[config.mk]
export PLATFORM = sky130hd
export DESIGN_NAME = obm_mirror
export DESIGN_NICKNAME = d
export VERILOG_FILES = /design/src/hdl/obm_pkg.sv /design/src/hdl/obm_rc_tick.sv /design/src/hdl/obm_mirror.sv
export VERILOG_INCLUDE_DIRS = /design/src /design/src/hdl
export SDC_FILE = /design/constraint.sdc
export NUM_CORES = 1
export LEC_CHECK = 0
export ABC_AREA = 1
export BUFFER_PORTS_ARGS = -buffer_cell sky130_fd_sc_hd__buf_2
export CORE_ASPECT_RATIO = 0.9
export CORE_UTILIZATION = 49
export CTS_BUF_LIST = sky130_fd_sc_hd__clkbuf_2
export CTS_CLUSTER_DIAMETER = 80
export CTS_CLUSTER_SIZE = 28
export DETAILED_ROUTE_END_ITERATION = 6
export MAX_ROUTING_LAYER = met4
export PLACE_DENSITY = 0.71
export SYNTH_ARGS = -nofsm -noshare
export SYNTH_HDL_FRONTEND = slang
export SYNTH_SLANG_ARGS = --single-unit
[constraint.sdc]
create_clock -name sys_clk -period 2.5 [get_ports sys_clk]
set_input_delay 0.5 -clock sys_clk [delete_from_list [all_inputs] [get_ports sys_clk]]
set_output_delay 0.5 -clock sys_clk [all_outputs]
set_load 0.01 [all_outputs]
[src/hdl/obm_params.svh]
// constants for the boot mirror: otp geometry, header offsets, ram base
// assumes inclusion by the package and by every design file that needs it
`ifndef OBM_PARAMS_SVH
`define OBM_PARAMS_SVH
`define OBM_OTP_WORDS      8192
`define OBM_OTP_AW         13
`define OBM_RAM_AW         14
`define OBM_DATA_W         32
`define OBM_VEC_WORDS      64
`define OBM_HDR_LEN_BYTE   16'h7FF8
`define OBM_HDR_DBG_BYTE   16'h7FFC
`define OBM_DBG_ON         8'h00
`define OBM_DBG_OFF        8'hAA
`define OBM_RAM_BASE       14'h0000
`define OBM_OTP_FIRST      13'h0000
`define OBM_RC_HZ          16000000
`define OBM_SYS_HZ         40000000
`endif

[src/hdl/obm_pkg.sv]
// types for the otp boot mirror
// assumes obm_params.svh on the include path
`include "obm_params.svh"
package obm_pkg;
  typedef enum logic [2:0] {
    OBM_IDLE, OBM_RD_DBG, OBM_RD_LEN, OBM_COPY, OBM_DRAIN, OBM_DONE
  } obm_state_e;
  typedef struct packed {
    logic                      en;
    logic [`OBM_RAM_AW-1:0]    addr;
    logic [`OBM_DATA_W-1:0]    data;
  } obm_ram_wr_s;
endpackage

[src/hdl/obm_rc_tick.sv]
// fractional divider standing in for the fast rc oscillator
// assumes one system clock; emits one-cycle enable pulses at num/den rate
`timescale 1ns/10ps
`include "obm_params.svh"
module obm_rc_tick #(
  parameter int NUM = `OBM_RC_HZ,
  parameter int DEN = `OBM_SYS_HZ
) (
  input  wire logic sys_clk,
  input  wire logic rst_n,
  output logic      tick
);
  // an accumulator step above the modulus would need two ticks per cycle
  if (NUM < 1 || NUM > DEN) begin : g_bad_rate
    $error("obm_rc_tick: need 1 <= NUM <= DEN");
  end
  logic [31:0] acc;
  logic [31:0] next_acc;
  logic        next_tick;
  always_comb begin
    next_tick = 1'b0;
    next_acc  = acc + 32'(NUM);
    if (next_acc >= 32'(DEN)) begin
      next_acc  = next_acc - 32'(DEN);
      next_tick = 1'b1;
    end
  end
  always_ff @(posedge sys_clk or negedge rst_n) begin
    if (!rst_n) begin
      acc  <= 32'h0000_0000;
      tick <= 1'b0;
    end else begin
      acc  <= next_acc;
      tick <= next_tick;
    end
  end
endmodule

[src/hdl/obm_mirror.sv]
// otp boot mirror: copies the boot image from otp into system ram
// assumes a synchronous otp read port with one cycle of latency
// Behaviour
// every power-up or wake-up copies the boot image to ram without the cpu; here only wake starts a copy, reset alone releases the cpu
// copy paced by the fast rc oscillator while the fast crystal settles
// development mode maps address zero to the code memory and resets cpu
// otp is 8192 words of 32 bits, addressed in whole words
// image starts at word zero with 64 vectors, landing at cpu address zero
// programmer leaves one blank word between code and first patch area
// after copy the cpu starts via reset release or a jump into ram
// words copied come from the header length word
// header debug flag 0x00 keeps debug enabled, 0xAA disables it
// copy ascends from otp word zero to ram base; cpu held in reset
`timescale 1ns/10ps
`include "obm_params.svh"
module obm_mirror #(
  parameter int OTP_WORDS = `OBM_OTP_WORDS,
  parameter int VEC_WORDS = `OBM_VEC_WORDS
) (
  input  wire logic                     sys_clk,
  input  wire logic                     rst_n,
  input  wire logic                     wake,
  input  wire logic                     dev_mode,
  input  wire logic                     dev_sw_reset,
  input  wire logic                     fast_crystal_osc_ok,
  input  wire logic [`OBM_DATA_W-1:0]   otp_rdata,
  output logic                          otp_rd,
  output logic [`OBM_OTP_AW-1:0]        otp_addr,
  output obm_pkg::obm_ram_wr_s          ram_wr,
  output logic                          cpu_rst_n,
  output logic                          remap_to_ram,
  output logic                          debug_en,
  output logic                          busy,
  output logic                          len_err
);
  // header offsets are fixed word positions, so the array size is too
  if (OTP_WORDS != `OBM_OTP_WORDS) begin : g_bad_otp
    $error("obm_mirror: otp size fixed");
  end
  if (VEC_WORDS < 1 || VEC_WORDS > OTP_WORDS) begin : g_bad_vec
    $error("obm_mirror: vec");
  end

  // ************************************************************
  // slow pacing
  // ************************************************************
  logic rc_tick;
  logic step;
  obm_rc_tick u_tick (
    .sys_clk (sys_clk),
    .rst_n   (rst_n),
    .tick    (rc_tick)
  );
  // rc pacing until the crystal has settled, then full rate
  assign step = rc_tick | fast_crystal_osc_ok;

  // ************************************************************
  // sequencer
  // ************************************************************
  obm_pkg::obm_state_e           state, next_state;
  logic [`OBM_OTP_AW:0]          len, next_len;
  logic [`OBM_OTP_AW:0]          cnt, next_cnt;
  logic                          rd_q, next_rd_q;
  logic                          next_otp_rd;
  logic [`OBM_OTP_AW-1:0]        next_otp_addr;
  obm_pkg::obm_ram_wr_s          next_ram_wr;
  logic                          next_cpu_rst_n;
  logic                          next_remap;
  logic                          next_debug_en;
  logic                          next_busy;
  logic                          next_len_err;
  logic [`OBM_OTP_AW-1:0]        wr_idx, next_wr_idx;
  logic [`OBM_OTP_AW:0]          hdr_len;

  assign hdr_len = (otp_rdata > 32'(OTP_WORDS)) ? (`OBM_OTP_AW+1)'(OTP_WORDS)
                 : (`OBM_OTP_AW+1)'(otp_rdata);

  always_comb begin
    next_state     = state;
    next_len       = len;
    next_cnt       = cnt;
    next_rd_q      = 1'b0;
    next_wr_idx    = wr_idx;
    next_otp_rd    = 1'b0;
    next_otp_addr  = otp_addr;
    next_ram_wr    = '0;
    next_cpu_rst_n = cpu_rst_n;
    next_remap     = remap_to_ram;
    next_debug_en  = debug_en;
    next_busy      = busy;
    next_len_err   = len_err;
    unique case (state)
      obm_pkg::OBM_IDLE: begin
        if (wake) begin
          next_cpu_rst_n = 1'b0;
          next_busy      = 1'b1;
          next_len_err   = 1'b0;
          next_state     = obm_pkg::OBM_RD_DBG;
          next_otp_rd    = 1'b1;
          next_otp_addr  = `OBM_OTP_AW'(`OBM_HDR_DBG_BYTE >> 2);
        end else if (dev_mode && dev_sw_reset) begin
          // ram already holds downloaded code; hold cpu reset while dev_sw_reset stays high
          next_remap     = 1'b1;
          next_cpu_rst_n = 1'b0;
        end else begin
          next_cpu_rst_n = 1'b1;
        end
      end
      obm_pkg::OBM_RD_DBG: begin
        if (!rd_q) begin
          // flag word still in flight; fetch the length word meanwhile
          next_otp_rd   = 1'b1;
          next_otp_addr = `OBM_OTP_AW'(`OBM_HDR_LEN_BYTE >> 2);
          next_rd_q     = 1'b1;
        end else begin
          next_otp_addr = `OBM_OTP_FIRST;
          next_state    = obm_pkg::OBM_RD_LEN;
          // only 0xAA closes the port; other codes leave it open
          next_debug_en = (otp_rdata[7:0] != `OBM_DBG_OFF);
        end
      end
      obm_pkg::OBM_RD_LEN: begin
        next_len      = hdr_len;
        next_len_err  = (otp_rdata > 32'(OTP_WORDS));
        next_cnt      = '0;
        next_otp_addr = `OBM_OTP_FIRST;
        next_state    = (hdr_len == '0) ? obm_pkg::OBM_DONE
                                        : obm_pkg::OBM_COPY;
      end
      obm_pkg::OBM_COPY: begin
        // otp data stands only in the cycle after its strobe
        next_rd_q   = otp_rd;
        next_wr_idx = otp_addr;
        if (rd_q) begin
          next_ram_wr.en   = 1'b1;
          next_ram_wr.addr = `OBM_RAM_BASE + `OBM_RAM_AW'(wr_idx);
          next_ram_wr.data = otp_rdata;
        end
        if (step && cnt < len) begin
          next_otp_rd   = 1'b1;
          next_otp_addr = `OBM_OTP_AW'(cnt);
          next_cnt      = cnt + 1'b1;
        end else if (cnt == len) begin
          next_state = obm_pkg::OBM_DRAIN;
        end
      end
      obm_pkg::OBM_DRAIN: begin
        if (rd_q) begin
          next_ram_wr.en   = 1'b1;
          next_ram_wr.addr = `OBM_RAM_BASE + `OBM_RAM_AW'(wr_idx);
          next_ram_wr.data = otp_rdata;
        end
        next_state = obm_pkg::OBM_DONE;
      end
      obm_pkg::OBM_DONE: begin
        next_remap     = 1'b1;
        next_busy      = 1'b0;
        next_cpu_rst_n = 1'b1;
        next_state     = obm_pkg::OBM_IDLE;
      end
      default: next_state = obm_pkg::OBM_IDLE;
    endcase
  end

  always_ff @(posedge sys_clk or negedge rst_n) begin
    if (!rst_n) begin
      state        <= obm_pkg::OBM_IDLE;
      len          <= '0;
      cnt          <= '0;
      rd_q         <= 1'b0;
      wr_idx       <= '0;
      otp_rd       <= 1'b0;
      otp_addr     <= '0;
      ram_wr       <= '0;
      cpu_rst_n    <= 1'b0;
      remap_to_ram <= 1'b0;
      debug_en     <= 1'b1;
      busy         <= 1'b0;
      len_err      <= 1'b0;
    end else begin
      state        <= next_state;
      len          <= next_len;
      cnt          <= next_cnt;
      rd_q         <= next_rd_q;
      wr_idx       <= next_wr_idx;
      otp_rd       <= next_otp_rd;
      otp_addr     <= next_otp_addr;
      ram_wr       <= next_ram_wr;
      cpu_rst_n    <= next_cpu_rst_n;
      remap_to_ram <= next_remap;
      debug_en     <= next_debug_en;
      busy         <= next_busy;
      len_err      <= next_len_err;
    end
  end

  // ************************************************************
  // checks
  // ************************************************************
  property p_wake_holds_cpu;
    @(posedge sys_clk) disable iff (!rst_n)
      (state == obm_pkg::OBM_IDLE && wake) |=> (!cpu_rst_n && busy);
  endproperty
  a_wake_holds_cpu: assert property (p_wake_holds_cpu)
    else $error("wake did not start a held copy");
  property p_reset_while_busy;
    @(posedge sys_clk) disable iff (!rst_n) busy |-> !cpu_rst_n;
  endproperty
  a_reset_while_busy: assert property (p_reset_while_busy)
    else $error("cpu released during copy");
  property p_pace;
    @(posedge sys_clk) disable iff (!rst_n)
      (state == obm_pkg::OBM_COPY && !step) |=> !otp_rd;
  endproperty
  a_pace: assert property (p_pace)
    else $error("otp read without pacing step");
  property p_dev_remap;
    @(posedge sys_clk) disable iff (!rst_n)
      (state == obm_pkg::OBM_IDLE && !wake && dev_mode && dev_sw_reset)
      |=> (remap_to_ram && !cpu_rst_n);
  endproperty
  a_dev_remap: assert property (p_dev_remap)
    else $error("dev reset did not remap");
  property p_word_addr;
    @(posedge sys_clk) disable iff (!rst_n)
      ram_wr.en |-> ram_wr.addr == `OBM_RAM_AW'($past(otp_addr, 2));
  endproperty
  a_word_addr: assert property (p_word_addr)
    else $error("ram address does not follow otp word");
  property p_data;
    @(posedge sys_clk) disable iff (!rst_n)
      ram_wr.en |-> ram_wr.data == $past(otp_rdata);
  endproperty
  a_data: assert property (p_data)
    else $error("ram data differs from otp word");
  property p_first;
    @(posedge sys_clk) disable iff (!rst_n)
      (state == obm_pkg::OBM_RD_LEN) |=> otp_addr == `OBM_OTP_FIRST;
  endproperty
  a_first: assert property (p_first)
    else $error("copy does not start at word zero");
  property p_len;
    @(posedge sys_clk) disable iff (!rst_n)
      (state == obm_pkg::OBM_DRAIN) |-> cnt == len;
  endproperty
  a_len: assert property (p_len)
    else $error("copied count differs from header length");
  property p_dbg;
    @(posedge sys_clk) disable iff (!rst_n)
      (state == obm_pkg::OBM_RD_DBG && rd_q
       && otp_rdata[7:0] == `OBM_DBG_OFF)
      |=> !debug_en;
  endproperty
  a_dbg: assert property (p_dbg)
    else $error("debug flag 0xAA did not disable");
  property p_release;
    @(posedge sys_clk) disable iff (!rst_n)
      (state == obm_pkg::OBM_DONE) |=> (cpu_rst_n && remap_to_ram && !busy);
  endproperty
  a_release: assert property (p_release)
    else $error("cpu not released after copy");
  c_copy: cover property (@(posedge sys_clk) disable iff (!rst_n)
    state == obm_pkg::OBM_DONE && len > 1);
  c_dbg_off: cover property (@(posedge sys_clk) disable iff (!rst_n)
    !debug_en);
  c_dev: cover property (@(posedge sys_clk) disable iff (!rst_n)
    dev_mode && dev_sw_reset && state == obm_pkg::OBM_IDLE);
endmodule

==> flow_metrics.py <==
metrics = {
    "timing": {
        "fin_crit_sh": 0.964,
        "tns_ns": 0,
        "tightest_slew_ns": 0.563,
        "fin_skew_ns": 0.0283,
        "rsz0062_at_grt": "yes",
        "clock.fmax_mhz": 415,
        "finalCriticalPeriod_ns": 2.41,
        "slew_viol_final": 0,
        "hold_viol": 0,
        "setup-violations-final": 0,
        "slew_headroom": 0.625,
    },
    "grt": {
        "grt_pass1_vias": 5403,
        "grt_pass1_wl_mm": 26.4,
        "grt_max_degree": 63,
        "grt_usage": 0.239,
        "grt_use_met2": 0.344,
        "grt_busiest_layer": "met1",
        "grt_overflow_total": 0,
        "grtUsageMet1": 0.345,
        "antenna_found_initial": 0,
        "grtUsageMet3": 0.0509,
    },
    "outcome": {
        "status": "finished, final reports clean",
    },
    "drt": {
        "viasPerCell": 4.96,
        "dr.pass1.iters": 5,
        "first_iter_violations": 531,
        "vias": 6128,
        "avgRoutedWirePerCell_um": 13.3,
        "drc_errors": 0,
        "route.antenna.remaining_nets": 0,
        "finalWirelength_mm": 16.5,
    },
    "power": {
        "peakVddDrop_mv": 0.455,
        "power_density_nw_per_um2": 713,
        "cellLeakagePower_uw": 0.00462,
    },
    "synthesis": {
        "synth_top_family_by_area": "simple AND/OR/NAND/NOR gates",
        "yosysMostFrequentCell": "nand2_1",
        "yosysWarnings": 0,
        "synth_commonest_cells": "nand2_1, inv_1, dfrtp_1",
        "synth-main-ff-cell": "dfrtp_1",
        "synth_compound_area_frac": 0.0844,
        "syn_nets": 938,
        "ys_seq_elements": 134,
        "syn_area_um2": 6910,
        "synth_seq_area_share": 0.486,
        "yosysTopAreaCellShare": 0.482,
        "synth_enable_flop_cells": 0,
        "synthSimpleGateAreaFrac": 0.276,
        "synth-xor-area-share": 0.0201,
        "syn_avg_cell_area_um2": 7.85,
        "yosys.area_share.adder": 0.0362,
        "synth_cell_types": 38,
        "synth_area_leaders": "dfrtp_1, nand2_1, inv_1, nor2_1, ha_1",
        "yosys.area.top_type": "dfrtp_1",
        "muxShareOfSynthArea": 0,
        "synthArstFlopShare": 1.00,
        "synth_cells": 880,
    },
    "min_path": {
        "min_path_cells": 3,
        "hp-class": "in -> reg",
        "min-delay-start": "otp_rdata[3]",
        "min_to": "ram_wr[3]$_DFF_PN0_",
    },
    "clocking": {
        "clockRootBuffer": "clkbuf_2",
        "htree_num_levels": 4,
        "cts_tree": "done",
        "clk_latency_ns": 0.71,
        "cts_made_buffers": 17,
        "clk_path_buf_depth": 2,
        "path_clk_slew_ns": 0.19,
        "cts_sinks": 134,
    },
    "layout": {
        "drive_above_1_share": 0.221,
        "utilization": 0.629,
        "syn_to_final_growth_pct": 23.4,
        "n_antenna_cell": 0,
        "nFillCells": 1176,
        "final_nets": 1092,
    },
    "floorplanning": {
        "die_x_um": 127,
        "core_um2": 13600,
        "placementRows": 40,
        "die_y_um": 115,
        "dieArea_um2": 14600,
        "start_util": 0.509,
        "num_io_pins": 104,
    },
    "worst_setup_path": {
        "reg2reg_setup_slack_ns": 0.09,
        "required_ns": 3.12,
        "critPathCaptureType": "flip-flop",
        "start_kind": "flip-flop",
        "crit_fanout": 8,
        "rr_worst_depth": 16,
        "r2r-start": "u_tick.acc[18]$_DFF_PN0_",
        "timing.rr.end": "u_tick.acc[25]$_DFF_PN0_",
        "crit_type": "reg -> reg",
        "arrival_ns": 3.03,
    },
    "place": {
        "port-buffer-count": 102,
        "gp_congestion": 0.871,
        "hpwl_mm": 11.6,
    },
    "run": {
        "max_cap_violations": 0,
    },
}
-- per-layer routing --
metal,vias to the layer above,share of wire
li1,3091,-
met1,2841,0.50
met2,180,0.43
met3,16,0.058
met4,0,0.0081
met5,-,0
-- registers in the layout, summed over array words and instances, names as in the netlist --
| register | flops |
|---|---|
| len | 14 |
| ram_wr | 46 |
| u_tick.acc | 23 |
| u_tick.tick | 1 |
| busy | 1 |
| rd_q | 1 |
| state | 3 |
| cpu_rst_n | 1 |
| cnt | 14 |
| remap_to_ram | 1 |
| debug_en | 1 |
| otp_addr | 13 |
| len_err | 1 |
| otp_rd | 1 |
| wr_idx | 13 |
-- kinds of logic after synthesis --
logic type	after synthesis
DFF	134
and+or+nand+nor	436
xor gates and xnor gates	15
buffers and inverters	170
other	1
adders and majority gates	20
AOI/OAI and AO/OA	104
-- power by group --
| part | internal [µW] | switching (µW) |
|---|---|---|
| sequential | 2580 | 219 |
| combinational | 693 | 1310 |
| clock | 462 | 813 |
| total | 3730 | 2340 |
-- final cells by class --
type | instances | area, µm² | share of cell area
multi-input combinational | 576 | 3080 | 0.361
clock inverter | 13 | 131 | 0.0154
clock buffer | 19 | 95.1 | 0.0112
timing repair buffer | 156 | 1060 | 0.124
sequential | 134 | 3370 | 0.395
tap | 189 | 236 | 0.0277
inverter | 149 | 559 | 0.0656
-- layout by cell type (no fill, tap or decap), types with 3 or more instances in the layout --
cell and n:
buf_4 20, nor3_1 15, a21oi_1 17, ha_1 18, nor4_1 8, inv_2 8, xor2_2 3, inv_1 141
buf_2 101, xor2_1 10, clkbuf_2 19, dlygate4sd3_1 29, nand4_1 12, o22ai_1 14, nand3_2 3, nor2_1 108
nor2_4 8, clkinv_4 3, dfrtp_2 10, nand2_1 191, nand3_1 46, o21ai_1 8, nor2_2 7, a31oi_1 18
nand3b_1 6, o31ai_1 3, nand2_2 21, clkinv_1 4, o21ai_0 38, nand3_4 6, dfrtp_1 123, nand2_4 3
-- what timing repair did --
| action | 4_1_cts | 5_1_grt |
|---|---|---|
| pin swaps | 0 | 9 |
| hold endpoints to repair | 85 | 1 |
| setup endpoints to repair | 8 | 25 |
| hold buffers | 28 | 1 |
| gates cloned | 0 | 3 |
| setup buffers | 0 | 4 |
| resized for setup | 3 | 58 |
-- per-stage QoR --
step                      hold WS, ns  power [µW]  cell area [µm²]  setup slack (ns)  instances
final                          0.0551        6070             8530            0.0901       1236
after global routing          0.00463        6520             8530           -0.0503       1236
after CTS                     0.00108        6090             8230          0.000661       1228
after detailed placement        0.456        4780             7710            0.0200       1168
after global placement          0.443        4730             7710            0.0891       1168
after floorplan                 0.204        4080             6910             0.271        880
-- how the worst max path moves through the flow --
| stage | from | endpoint | slack, ns | cells after the start |
|---|---|---|---|---|
| 6_report | u_tick.acc[18]$_DFF_PN0_ | u_tick.acc[25]$_DFF_PN0_ | 0.09 | 16 |
| 5_1_grt | u_tick.acc[20]$_DFF_PN0_ | u_tick.acc[25]$_DFF_PN0_ | -0.05 | 15 |
| 4_1_cts | u_tick.acc[10]$_DFF_PN0_ | u_tick.acc[13]$_DFF_PN0_ | 0.0007 | 18 |
| 3_5_place_dp | u_tick.acc[10]$_DFF_PN0_ | u_tick.acc[18]$_DFF_PN0_ | 0.02 | 15 |
| 3_3_place_gp | u_tick.acc[10]$_DFF_PN0_ | u_tick.acc[20]$_DFF_PN0_ | 0.09 | 15 |
| 2_1_floorplan | u_tick.acc[10]$_DFF_PN0_ | u_tick.acc[12]$_DFF_PN0_ | 0.27 | 17 |
-- critical path, stage by stage, from the launching register on --
cell and delay [ns]:
dfrtp_1 0.46, buf_4 0.14, nand2_1 0.09, nand2_2 0.14, nor2_4 0.06, buf_4 0.13
nand2_1 0.13, nand2_1 0.15, nor2_2 0.22, nand2_1 0.07, nor2_1 0.13, nand3_2 0.11
nand3_4 0.15, buf_4 0.18, nand2_1 0.06, nand2_1 0.06, nand2_1 0.05
Power figures use the tool's default switching activity.
